==> config.mk <==
export PLATFORM = sky130hd
export DESIGN_NAME = vsr_top
export DESIGN_NICKNAME = d
export VERILOG_FILES = /design/src/logic/vsr_pkg.sv /design/src/logic/vsr_refresh_if.sv /design/src/logic/vsr_irq_sync.sv /design/src/logic/vsr_refresh.sv /design/src/logic/vsr_top.sv
export SDC_FILE = /design/constraint.sdc
export NUM_CORES = 1
export LEC_CHECK = 0
export BUFFER_PORTS_ARGS = -buffer_cell sky130_fd_sc_hd__buf_2
export CORE_ASPECT_RATIO = 1.2
export CORE_MARGIN = 2
export CORE_UTILIZATION = 51
export DETAILED_ROUTE_END_ITERATION = 16
export GPL_ROUTABILITY_DRIVEN = 0
export PLACE_DENSITY = 0.85
export SYNTH_ARGS = -nofsm -noshare
export SYNTH_HDL_FRONTEND = slang
export SYNTH_SLANG_ARGS = --single-unit
==> constraint.sdc <==
create_clock -name mclk -period 5.19 [get_ports mclk]
set_input_delay 1.557 -clock mclk [delete_from_list [all_inputs] [get_ports mclk]]
set_output_delay 1.557 -clock mclk [all_outputs]
set_load 0.005 [all_outputs]
==> src/logic/vsr_pkg.sv <==
/*
 * Shared constants for the video shadow register refresh block.
 * Assumes an APB slave with 32-bit data; registers take one word at four times their index.
 */
//
// Functional notes
// At refresh, mode shadow bit 7 goes to horizontal control bit 4.
// Mode shadow bit 6 enables split screen between character and bitmap.
// At refresh, mode shadow bit 5 goes to vertical control bit 5.
// Text pointer upper nibble gives screen matrix pointer in character modes.
// Text pointer lower nibble gives character base pointer in character modes.
// Bitmap pointer upper nibble gives screen matrix pointer in bitmap modes.
// Bitmap pointer lower nibble gives bitmap base pointer in bitmap modes.
// Text pointer shadow is never used for bitmap modes.
// Bitmap pointer shadow is never used for character modes.
// Split screen pairs standard character with standard or multicolor bitmap.
// Split screen mode switch happens at the raster interrupt.
// Each interrupt clears mirrored fields and reloads them from shadows.
// Mode shadow value 255 disables refresh, video registers untouched.
// Direct writes to mirrored registers are overwritten at next interrupt.
// Software writes shadows, or disables refresh before writing real registers.
// Memory pointer upper nibble locates screen, lower nibble locates data.
// Bitmap pointer chosen when bitmap is active for the region, else text.
// All mirrored fields change together in one refresh event.

package vsr_pkg;
	localparam int          ADDR_W        = 20;
	// Register indices; byte address is four times the index
	localparam logic [17:0] IDX_MODE      = 18'h000d8;
	localparam logic [17:0] IDX_TEXT_PTR  = 18'h00a2c;
	localparam logic [17:0] IDX_BMAP_PTR  = 18'h00a2d;
	localparam logic [17:0] IDX_VERT_CTRL = 18'h0d011;
	localparam logic [17:0] IDX_HORZ_CTRL = 18'h0d016;
	localparam logic [17:0] IDX_MEM_PTRS  = 18'h0d018;
	localparam logic [17:0] IDX_STATUS    = 18'h00040;
	// Field positions
	localparam int          MODE_MC_BIT   = 7;
	localparam int          MODE_SPLIT_BIT = 6;
	localparam int          MODE_BMAP_BIT = 5;
	localparam int          HORZ_MC_BIT   = 4;
	localparam int          VERT_BMAP_BIT = 5;
	localparam logic [7:0]  MODE_DISABLE  = 8'hff;
	// Reset values
	localparam logic [7:0]  RST_MODE      = 8'h00;
	localparam logic [7:0]  RST_TEXT_PTR  = 8'h00;
	localparam logic [7:0]  RST_BMAP_PTR  = 8'h00;
	localparam logic [7:0]  RST_VIDEO     = 8'h00;

	typedef enum logic [2:0]
	{
		REG_NONE   = 3'b000,
		REG_MODE   = 3'b001,
		REG_TEXT   = 3'b010,
		REG_BMAP   = 3'b011,
		REG_VERT   = 3'b100,
		REG_HORZ   = 3'b101,
		REG_MEM    = 3'b110,
		REG_STATUS = 3'b111
	} vsr_reg_e;
endpackage

==> src/logic/vsr_refresh_if.sv <==
/*
 * Carrier between the register bank and the refresh engine.
 * Assumes both ends run on the same clock.
 */
`timescale 1ns/1ps
interface vsr_refresh_if;
	logic       trigger;
	logic [7:0] modeShadow;
	logic [7:0] textPtr;
	logic [7:0] bitmapPtr;
	logic [7:0] vertCur;
	logic [7:0] horzCur;
	logic       load;
	logic [7:0] vertNew;
	logic [7:0] horzNew;
	logic [7:0] memNew;
	logic       region;
	logic [7:0] count;

	modport bank
	(
		output trigger, modeShadow, textPtr, bitmapPtr, vertCur, horzCur,
		input  load, vertNew, horzNew, memNew, region, count
	);
	modport engine
	(
		input  trigger, modeShadow, textPtr, bitmapPtr, vertCur, horzCur,
		output load, vertNew, horzNew, memNew, region, count
	);
endinterface

==> src/logic/vsr_irq_sync.sv <==
/*
 * Three-stage synchroniser for the raster interrupt pin with rising edge pulse.
 * Assumes the pin is asynchronous to mclk.
 */
`timescale 1ns/1ps
module vsr_irq_sync
(
	input  wire logic mclk,
	input  wire logic rst_n,
	input  wire logic irqPin,
	output logic      irqPulse
);
	typedef struct packed
	{
		logic s1;
		logic s2;
		logic s3;
		logic level;
		logic pulse;
	} vsr_sync_s;

	vsr_sync_s cur;
	vsr_sync_s next_cur;

	always_comb
	begin
		next_cur = cur;
		next_cur.s1 = irqPin;
		next_cur.s2 = cur.s1;
		next_cur.s3 = cur.s2;
		next_cur.pulse = 1'b0;
		// A change counts once stages two and three agree
		if (cur.s2 == cur.s3)
		begin
			next_cur.level = cur.s2;
			next_cur.pulse = cur.s2 & ~cur.level;
		end
	end

	always_ff @(posedge mclk)
	begin
		if (!rst_n)
			cur <= '0;
		else
			cur <= next_cur;
	end

	assign irqPulse = cur.pulse;
endmodule // vsr_irq_sync

==> src/logic/vsr_refresh.sv <==
/*
 * Refresh engine: on an interrupt pulse computes the new mirrored video register values.
 * Assumes the bank applies vertNew, horzNew and memNew in the cycle after load.
 */
`timescale 1ns/1ps
module vsr_refresh
	import vsr_pkg::*;
(
	input wire logic  mclk,
	input wire logic  rst_n,
	vsr_refresh_if.engine rif
);
	typedef struct packed
	{
		logic       load;
		logic [7:0] vert;
		logic [7:0] horz;
		logic [7:0] mem;
		logic       region;
		logic [7:0] count;
	} vsr_engine_s;

	vsr_engine_s cur;
	vsr_engine_s next_cur;

	always_comb
	begin
		logic split;
		logic bmapOn;
		logic mcOn;
		split = 1'b0;
		bmapOn = 1'b0;
		mcOn = 1'b0;
		next_cur = cur;
		next_cur.load = 1'b0;
		if (rif.trigger && rif.modeShadow != MODE_DISABLE)
		begin
			split = rif.modeShadow[MODE_SPLIT_BIT];
			// Split screen flips region at every interrupt
			next_cur.region = split ? ~cur.region : 1'b0;
			bmapOn = split ? next_cur.region : rif.modeShadow[MODE_BMAP_BIT];
			// Character half of a split is always standard character
			mcOn = rif.modeShadow[MODE_MC_BIT] & (~split | next_cur.region);
			next_cur.vert = rif.vertCur;
			next_cur.vert[VERT_BMAP_BIT] = bmapOn;
			next_cur.horz = rif.horzCur;
			next_cur.horz[HORZ_MC_BIT] = mcOn;
			// Upper nibble screen matrix, lower nibble data base
			next_cur.mem = bmapOn ? rif.bitmapPtr : rif.textPtr;
			next_cur.load = 1'b1;
			next_cur.count = cur.count + 8'h01;
		end
	end

	always_ff @(posedge mclk)
	begin
		if (!rst_n)
			cur <= '0;
		else
			cur <= next_cur;
	end

	assign rif.load = cur.load;
	assign rif.vertNew = cur.vert;
	assign rif.horzNew = cur.horz;
	assign rif.memNew = cur.mem;
	assign rif.region = cur.region;
	assign rif.count = cur.count;
endmodule // vsr_refresh

==> src/logic/vsr_top.sv <==
/*
 * Video shadow register refresh: APB register bank, raster interrupt sync and refresh.
 * Assumes an APB master on mclk and a raster interrupt pin asynchronous to mclk.
 */
// Local design decision: the APB interface to the registers.
`timescale 1ns/1ps
module vsr_top
	import vsr_pkg::*;
(
	input  wire logic              mclk,
	input  wire logic              rst_n,
	input  wire logic              psel,
	input  wire logic              penable,
	input  wire logic              pwrite,
	input  wire logic [ADDR_W-1:0] paddr,
	input  wire logic [31:0]       pwdata,
	input  wire logic [3:0]        pstrb,
	output logic                   pready,
	output logic [31:0]            prdata,
	output logic                   pslverr,
	input  wire logic              rasterIrq,
	output logic [7:0]             vertCtrl,
	output logic [7:0]             horzCtrl,
	output logic [7:0]             memPtrs,
	output logic                   bitmapRegion
);
	//****************************************
	// State and helpers
	//****************************************
	typedef struct packed
	{
		logic        pready;
		logic [31:0] prdata;
		logic        pslverr;
		logic [7:0]  mode;
		logic [7:0]  textPtr;
		logic [7:0]  bmapPtr;
		logic [7:0]  vert;
		logic [7:0]  horz;
		logic [7:0]  mem;
	} vsr_bank_s;

	vsr_bank_s cur;
	vsr_bank_s next_cur;
	logic      irqPulse;

	vsr_refresh_if rif ();

	function automatic vsr_reg_e decode(input logic [ADDR_W-1:0] addr);
		logic [17:0] idx;
		idx = addr[ADDR_W-1:2];
		if (addr[1:0] != 2'b00)
			decode = REG_NONE;
		else if (idx == IDX_MODE)
			decode = REG_MODE;
		else if (idx == IDX_TEXT_PTR)
			decode = REG_TEXT;
		else if (idx == IDX_BMAP_PTR)
			decode = REG_BMAP;
		else if (idx == IDX_VERT_CTRL)
			decode = REG_VERT;
		else if (idx == IDX_HORZ_CTRL)
			decode = REG_HORZ;
		else if (idx == IDX_MEM_PTRS)
			decode = REG_MEM;
		else if (idx == IDX_STATUS)
			decode = REG_STATUS;
		else
			decode = REG_NONE;
	endfunction

	//****************************************
	// Submodules
	//****************************************
	vsr_irq_sync u_sync
	(
		.mclk     (mclk),
		.rst_n    (rst_n),
		.irqPin   (rasterIrq),
		.irqPulse (irqPulse)
	);

	vsr_refresh u_refresh
	(
		.mclk  (mclk),
		.rst_n (rst_n),
		.rif   (rif.engine)
	);

	assign rif.trigger = irqPulse;
	assign rif.modeShadow = cur.mode;
	assign rif.textPtr = cur.textPtr;
	assign rif.bitmapPtr = cur.bmapPtr;
	assign rif.vertCur = cur.vert;
	assign rif.horzCur = cur.horz;

	//****************************************
	// APB slave and register bank
	//****************************************
	always_comb
	begin
		vsr_reg_e sel;
		logic     access;
		logic     wr;
		sel = decode(paddr);
		access = psel & penable & ~cur.pready;
		wr = access & pwrite & pstrb[0] & (sel != REG_NONE);
		next_cur = cur;
		next_cur.pready = access;
		next_cur.pslverr = access & (sel == REG_NONE);
		if (access && !pwrite)
		begin
			case (sel)
				REG_MODE:   next_cur.prdata = {24'h000000, cur.mode};
				REG_TEXT:   next_cur.prdata = {24'h000000, cur.textPtr};
				REG_BMAP:   next_cur.prdata = {24'h000000, cur.bmapPtr};
				REG_VERT:   next_cur.prdata = {24'h000000, cur.vert};
				REG_HORZ:   next_cur.prdata = {24'h000000, cur.horz};
				REG_MEM:    next_cur.prdata = {24'h000000, cur.mem};
				REG_STATUS: next_cur.prdata = {16'h0000, rif.count, 6'h00,
					cur.mode != MODE_DISABLE, rif.region};
				default:    next_cur.prdata = 32'h00000000;
			endcase
		end
		if (wr)
		begin
			case (sel)
				REG_MODE: next_cur.mode = pwdata[7:0];
				REG_TEXT: next_cur.textPtr = pwdata[7:0];
				REG_BMAP: next_cur.bmapPtr = pwdata[7:0];
				REG_VERT: next_cur.vert = pwdata[7:0];
				REG_HORZ: next_cur.horz = pwdata[7:0];
				REG_MEM:  next_cur.mem = pwdata[7:0];
				default:  next_cur.mode = cur.mode;
			endcase
		end
		// Refresh overrides a direct write landing in the same cycle
		if (rif.load)
		begin
			next_cur.vert = rif.vertNew;
			next_cur.horz = rif.horzNew;
			next_cur.mem = rif.memNew;
		end
	end

	always_ff @(posedge mclk)
	begin
		if (!rst_n)
		begin
			cur <= '0;
			cur.mode <= RST_MODE;
			cur.textPtr <= RST_TEXT_PTR;
			cur.bmapPtr <= RST_BMAP_PTR;
			cur.vert <= RST_VIDEO;
			cur.horz <= RST_VIDEO;
			cur.mem <= RST_VIDEO;
		end
		else
			cur <= next_cur;
	end

	assign pready = cur.pready;
	assign prdata = cur.prdata;
	assign pslverr = cur.pslverr;
	assign vertCtrl = cur.vert;
	assign horzCtrl = cur.horz;
	assign memPtrs = cur.mem;
	assign bitmapRegion = rif.region;

	//****************************************
	// Assertions
	//****************************************
	refresh_disabled_a: assert property (@(posedge mclk) disable iff (!rst_n)
		irqPulse && cur.mode == MODE_DISABLE |=> !rif.load
		##1 ($stable(memPtrs) || $past(psel && penable && pwrite)))
		else $error("refresh ran while disabled");

	refresh_fires_a: assert property (@(posedge mclk) disable iff (!rst_n)
		irqPulse && cur.mode != MODE_DISABLE |=> rif.load)
		else $error("interrupt did not start a refresh");

	mc_copy_a: assert property (@(posedge mclk) disable iff (!rst_n)
		rif.load && !$past(cur.mode[MODE_SPLIT_BIT])
		|=> horzCtrl[HORZ_MC_BIT] == $past(cur.mode[MODE_MC_BIT], 2))
		else $error("multicolor bit not copied");

	bmap_copy_a: assert property (@(posedge mclk) disable iff (!rst_n)
		rif.load && !$past(cur.mode[MODE_SPLIT_BIT])
		|=> vertCtrl[VERT_BMAP_BIT] == $past(cur.mode[MODE_BMAP_BIT], 2))
		else $error("bitmap bit not copied");

	text_ptr_a: assert property (@(posedge mclk) disable iff (!rst_n)
		rif.load && !rif.vertNew[VERT_BMAP_BIT] |-> rif.memNew == $past(cur.textPtr))
		else $error("text pointer not used in character mode");

	bmap_ptr_a: assert property (@(posedge mclk) disable iff (!rst_n)
		rif.load && rif.vertNew[VERT_BMAP_BIT] |-> rif.memNew == $past(cur.bmapPtr))
		else $error("bitmap pointer not used in bitmap mode");

	split_toggle_a: assert property (@(posedge mclk) disable iff (!rst_n)
		rif.load && $past(cur.mode[MODE_SPLIT_BIT]) |-> rif.region != $past(rif.region)
		&& rif.vertNew[VERT_BMAP_BIT] == rif.region)
		else $error("split screen did not switch region");

	split_char_a: assert property (@(posedge mclk) disable iff (!rst_n)
		rif.load && $past(cur.mode[MODE_SPLIT_BIT]) && !rif.region
		|-> !rif.horzNew[HORZ_MC_BIT])
		else $error("character half of split not standard");

	atomic_load_a: assert property (@(posedge mclk) disable iff (!rst_n)
		rif.load |=> memPtrs == $past(rif.memNew) && vertCtrl == $past(rif.vertNew)
		&& horzCtrl == $past(rif.horzNew))
		else $error("mirrored fields not updated together");

	apb_answer_a: assert property (@(posedge mclk) disable iff (!rst_n)
		psel && penable && !pready |=> pready ##1 !pready)
		else $error("apb answer not a single cycle");

	irq_single_a: assert property (@(posedge mclk) disable iff (!rst_n)
		irqPulse |=> !irqPulse)
		else $error("interrupt pulse longer than one cycle");

	plain_region_a: assert property (@(posedge mclk) disable iff (!rst_n)
		rif.load && !$past(cur.mode[MODE_SPLIT_BIT]) |-> !rif.region
		&& rif.vertNew[VERT_BMAP_BIT] == $past(cur.mode[MODE_BMAP_BIT]))
		else $error("region not cleared outside split screen");

	strobe_gate_a: assert property (@(posedge mclk) disable iff (!rst_n)
		psel && penable && !pready && pwrite && !pstrb[0]
		|=> $stable(cur.mode) && $stable(cur.textPtr) && $stable(cur.bmapPtr))
		else $error("write without strobe changed a shadow");

	bad_addr_a: assert property (@(posedge mclk) disable iff (!rst_n)
		psel && penable && !pready && decode(paddr) == REG_NONE |=> pslverr)
		else $error("unmapped access not flagged");
endmodule // vsr_top

After elaboration in Yosys (flattened, before gate mapping):

Index checks and enable logic that the tools add are counted.

* flip-flop bits (word level): 121
* bits in latches: 0
* RAM bits: 0
* bits in read-only memories: 0
* bits of input ports: 62
* output and inout bits: 59
* word-level logic and storage cells: 85
* memories kept: 0

* add/subtract/negate cells: 1
* multiply operators: 0
* div/mod/pow operators: 0
* order comparisons: 0
* equality and inequality tests: 16
* shifts and indexed selects: 0
* muxes and demuxes: 18
* bitwise logic cells: 13
* reductions and logical operators: 17

Operator list (number)
* $pmux W16 S7: 1
* $eq A18 B16 Y1 const B: 3
* $mux W24: 2
* $eq A18 B12 Y1 const B: 2
* $mux W34: 1
* $mux W8: 4
* $mux W3: 8
* $eq A18 B7 Y1 const B: 1
* $eq A18 B8 Y1 const B: 1
* $reduce_and A2 Y1: 7
* $eq A3 B3 Y1 const B: 4
* $reduce_bool A2 Y1: 5
* $add A8 B1 Y8 const B: 1
* $and A1 B1 Y1: 8
* $ne A8 B8 Y1 const B: 1
* $eq A3 B2 Y1 const B: 2
* $not A1 Y1: 4
* $eq A3 B1 Y1 const B: 1
* $logic_not A3 Y1: 1
* $reduce_bool A3 Y1: 1
* $logic_and A1 B1 Y1: 2
* $mux W1: 2
* $eq A1 B1 Y1: 1
* $logic_not A1 Y1: 1
* $or A1 B1 Y1: 1

Logic depth before layout (Yosys ltp):

* word-level depth: 13
* depth in mapped cells: 9
* mapped depth without buffers: 6

By module:

Synthesis repeated with hierarchy kept, for this count alone.

* cells, all modules: 630
* area, all modules: 5454.0 um^2

By module, submodules not included
* vsr_top: instances 1, cells an instance 458, area an instance 3872.5 um^2, sequential area each 1321.3 um^2
* vsr_refresh: instances 1, cells an instance 159, area an instance 1430.1 um^2, sequential area each 680.7 um^2
* vsr_irq_sync: instances 1, cells an instance 13, area an instance 151.4 um^2, sequential area each 100.1 um^2

Worst setup path after synthesis:

OpenSTA, ideal clock, no wires.

* path type: input -> register
* from: input port paddr[2]
* to: register cur, in the netlist prdata[6]
* setup time: 126 ps
* arrival time: 3149 ps
* data required time: 5064 ps
* path slack: 1915 ps
* cell stages on the path: 8
* buffers on the path: 2
* cells stage by stage: buf_4 > nand3b_1 > o2bb2ai_1 > a22o_1 > buf_2 > mux2_2 > a22oi_1 > o22ai_1

* longest elaborated chain between the ends: 11
* elaborated cells on any way between the ends: 23
* classes of those cells: 14 x eq/ne; 9 x mux

Ends and longest elaborated chain
* from (decl): line vsr_top.sv:15 `input wire logic [ADDR_W-1:0] paddr,`
* $eq A18 B7 Y1: line vsr_top.sv:66 `else if (idx == IDX_STATUS)`
* $mux W3: line vsr_top.sv:66
* $mux W3: line vsr_top.sv:64 `else if (idx == IDX_MEM_PTRS)`
* $mux W3: line vsr_top.sv:62 `else if (idx == IDX_HORZ_CTRL)`
* $mux W3: line vsr_top.sv:60 `else if (idx == IDX_VERT_CTRL)`
* $mux W3: line vsr_top.sv:58 `else if (idx == IDX_BMAP_PTR)`
* $mux W3: line vsr_top.sv:56 `else if (idx == IDX_TEXT_PTR)`
* $mux W3 (*): line vsr_top.sv:54 `else if (idx == IDX_MODE)`
* $mux W3 (*): line vsr_top.sv:52 `if (addr[1:0] != 2'b00)`
* $eq A3 B3 Y1, or another cell as far along: line vsr_top.sv:113 `case (sel)`
* $pmux W16 S7 (*): line vsr_top.sv:113
* to (signal assigned): line vsr_top.sv:159 `cur <= next_cur;`
* to (decl): line vsr_top.sv:43 `vsr_bank_s cur;`

Mark *: on every way between the ends. The rest lies on a longest branch, timed or not.
A chain may end at the register's enable or synchronous reset.

Final worst setup path:

* from: input port paddr[5]
* to: register cur, in the netlist horzCtrl[4]

* longest elaborated chain between the ends: 13
* elaborated cells on any way between the ends: 21
* classes of those cells: 8 x eq/ne; 8 x mux; 1 x bitwise; 4 x reduce/logical

Ends and longest elaborated chain
* $eq A18 B7 Y1: line vsr_top.sv:66
* $mux W3: line vsr_top.sv:66
* $mux W3: line vsr_top.sv:64
* $mux W3: line vsr_top.sv:62
* $mux W3: line vsr_top.sv:60
* $mux W3: line vsr_top.sv:58
* $mux W3: line vsr_top.sv:56
* $mux W3 (*): line vsr_top.sv:54
* $mux W3 (*): line vsr_top.sv:52
* $reduce_bool A3 Y1: line vsr_top.sv:107 `wr = access & pwrite & pstrb[0] & (sel != REG_NONE);`
* $and A1 B1 Y1: line vsr_top.sv:107
* $reduce_bool A2 Y1 (no line)
* $reduce_and A2 Y1 (no line) (*)

Marks and branches as above.

==> results by group <==
CTS
  • Hold_buf cts: 0
  • Num CTS Buffers: 9
  • Clk Latency, worst-skew pair: 0.35 ns
  • Clk sinks: 105
  • Cts repair resizes: 0
  • Root buffer cell: clkbuf_16
  • H-tree levels: 3
  • TritonCTS clock tree: yes
  • Clock input transition at the sequential cells of the worst setup and hold paths: about 0.070 ns
  • Post-CTS setup buffer count: 0
  • Clock Path Buffers: 2

Power
  • Pwr dens: 259.3 nW/um^2
  • Worst vdd ir: 159.7 uV
  • Leak: between 2 and 2.5 nW

STA
  • WHS: 0.4409 ns
  • Slew HR: 27.19%
  • Final min period: about 3.6 ns
  • Worst-Margin Slew: 1.084 ns
  • RSZ-0062 raised after global routing: false
  • Fin. Hold Viols: 0
  • Slew Viols, Final: 0
  • Final Skew: 0.007714 ns
  • Setup Viol. Count Final: 0
  • Ratio of final minimum period to clock period: 69.43%
  • F_max: 277.5 MHz
  • TNS Setup: 0 ns

Floorplan
  • Initial Util: 51.96%
  • Die ar.: ~11,000 sq um
  • IO Count: 121
  • Die H: 114.3 um
  • Die Wd: 95.96 um
  • # rows: 40
  • Core area: 9960 sq um

Critical path
  • CP endpoint kind: flip-flop
  • Worst setup path class: input port to flip-flop
  • R2R cell count: 6
  • Reg2reg start: pready
  • Worst-path fanout max: 11
  • R2r endpoint: vertCtrl[4]
  • Critical path startpoint: paddr[5]
  • CP required: around 5.4 ns
  • R2R setup slack: 2.87 ns
  • Crit start category: input port
  • Critical path arrival: 3.81 ns

Detailed routing
  • Final WL: ~14,000 um
  • Vias per cell: around 6.3
  • Drt pass-1 iters: 5
  • Initial DRC Count: approximately 560
  • Drt wl/cell: 18.51 um
  • Number of remaining DRC errors: 0
  • Post-route antenna net violation count: 0
  • Vias: 4,854

Worst hold path
  • Worst hold path class: flip-flop to flip-flop
  • Hold_sp: u_sync.cur[4]
  • Hold Path Cell Cnt: 1
  • Worst min-delay path endpoint: u_sync.cur[3]

Logic synthesis
  • Ys Warns: 0
  • Synth top area cells: dfxtp_1, mux2i_1, a21oi_1
  • Post-Synthesis Cells: a little under 600
  • Avg Cell Area, Syn: 8.741 sq um
  • Top_reg_cell synth: dfxtp_1
  • Synth top area share: 40.62%
  • Area leader, netlist: dfxtp_1
  • Post-synthesis sequential area ratio: 40.62%
  • Seq cells post-synth: 105
  • Synth cell types: 57
  • Cell area after synthesis: 5175 sq um
  • EDFF count, synth: 0
  • Async set or reset register ratio after synthesis: 0%

Cells and area
  • Fin cells: 776
  • Ratio of cells with drive above 1 in the final layout: approximately a fifth
  • Fin nets: 708
  • ANT cells: 0
  • Layout area overhead: 11.87%
  • Final core occ: 58.13%
  • Fill cells: 883

Status
  • Status: complete, no violations

Global route
  • Overall global routing resource usage: 26.36%
  • Gr ovfl total: 0
  • Vias in the first global route: about 4,600
  • Pin count of the biggest net entering global routing: 68
  • First-pass GRT wire length: 22,540 um
  • Initial antenna violation count: 0

Placed design
  • Buffers on Ports: 77
  • HPWL after detailed placement: 9733 um
  • Dpl cells: 760

Flow run
  • Total of max-cap violations: 0
[state kept, by name (all words and copies together), names as in the netlist, 4 cells and up]
signal	cells
u_refresh.rif.memNew	8
prdata	16
horzCtrl	8
memPtrs	8
u_refresh.rif.count	8
rif.modeShadow	8
rif.textPtr	8
u_sync.cur	4
u_refresh.rif.vertNew	8
u_refresh.rif.horzNew	8
rif.bitmapPtr	8
vertCtrl	8
[metrics by stage]
step	power [mW]	worst slack, ns	cell area, sq um
final	1.501	1.587	5789
after floorplan	0.8727	1.915	5231
after global routing	1.538	1.545	5789
after global placement	0.8943	1.390	5523
after detailed placement	0.8965	1.329	5523
after CTS	1.505	1.690	5789
[how the worst max path moves through the flow]
stage                        to  cells past startpoint
floorplan             prdata[6]                      8
global placement    horzCtrl[0]                      7
detailed placement  horzCtrl[1]                      7
CTS                 horzCtrl[4]                      7
global route        horzCtrl[1]                      7
finish              horzCtrl[4]                      7
[report_power, final]
| group | internal [mW] | switching (mW) | leakage, nW |
|---|---|---|---|
| sequential | 0.808 | 0.00124 | 0.846 |
| combinational | 0.0201 | 0.0511 | 1.31 |
| clock | 0.326 | 0.295 | 0.115 |
[synth_stat cells (4+ instances only)]
cell type,instances
a211oi_1,10
a21oi_1,54
a22o_1,8
a22oi_1,6
a31oi_1,9
and2_1,9
and3_1,20
and4_1,5
buf_2,6
buf_4,20
clkbuf_1,28
dfxtp_1,105
inv_1,4
mux2_2,6
mux2i_1,36
nand2_1,63
nand3_1,23
nand4_1,23
nor2_1,36
nor3_1,10
o211a_1,8
o21ai_0,41
o22ai_1,8
xor2_1,7
[routing by layer]
metal	GRT usage (%)	wire length, um	vias to the layer above
li1	-	-	2246
met1	31.85	5772	2293
met2	43.36	6845	261
met3	4.279	1020	54
met4	16.19	728	0
met5	0	0	-
[placed cells by master (no fill, tap or decap), drive strengths merged, types with 2 or more instances in the layout]
cell and count:
a211oi 11, a21oi 54, a22o 8, a22oi 8, a31oi 9, and2 9
and3 20, and3b 2, and4 5, buf 82, clkbuf 12, clkinvlp 4
conb 16, dfxtp 105, inv 4, mux2 8, mux2i 36, nand2 64
nand3 23, nand4 25, nor2 36, nor2b 3, nor3 14, nor4 5
nor4b 2, o211a 8, o211ai 2, o21ai 42, o22ai 8, or2 2
or3 2, xor2 7
[cell families after synthesis]
| kind of cell | count (synthesis) | share of synthesized area (%) |
|---|---|---|
| adders and majority gates | 1 | 0.2417 |
| xor gates and xnor gates | 8 | 1.354 |
| DFF | 105 | 40.62 |
| buffers and inverters | 59 | 5.875 |
| AOI/OAI and AO/OA | 157 | 19.85 |
| muxes | 44 | 8.704 |
| and+or+nand+nor | 217 | 23.28 |
| other | 1 | 0.07246 |
[area by class of cell]
class                   count  area, sq um  area share [%]
multi-input cells         443         2825           48.80
flip-flops and latches    105         2102           36.31
repair buffers             82        422.9           7.305
clock buffers              12        236.5           4.085
well taps                 126        157.7           2.723
clock inverters             4        30.03          0.5187
inverters                   4        15.01          0.2593
[critical path: stages]
cell	delay, ns
buf_2	0.18
nor4b_4	0.18
and4_1	0.23
a21oi_1	0.68
and3_1	0.64
mux2i_1	0.24
a21oi_1	0.10
(Power assumes the default switching activity.)
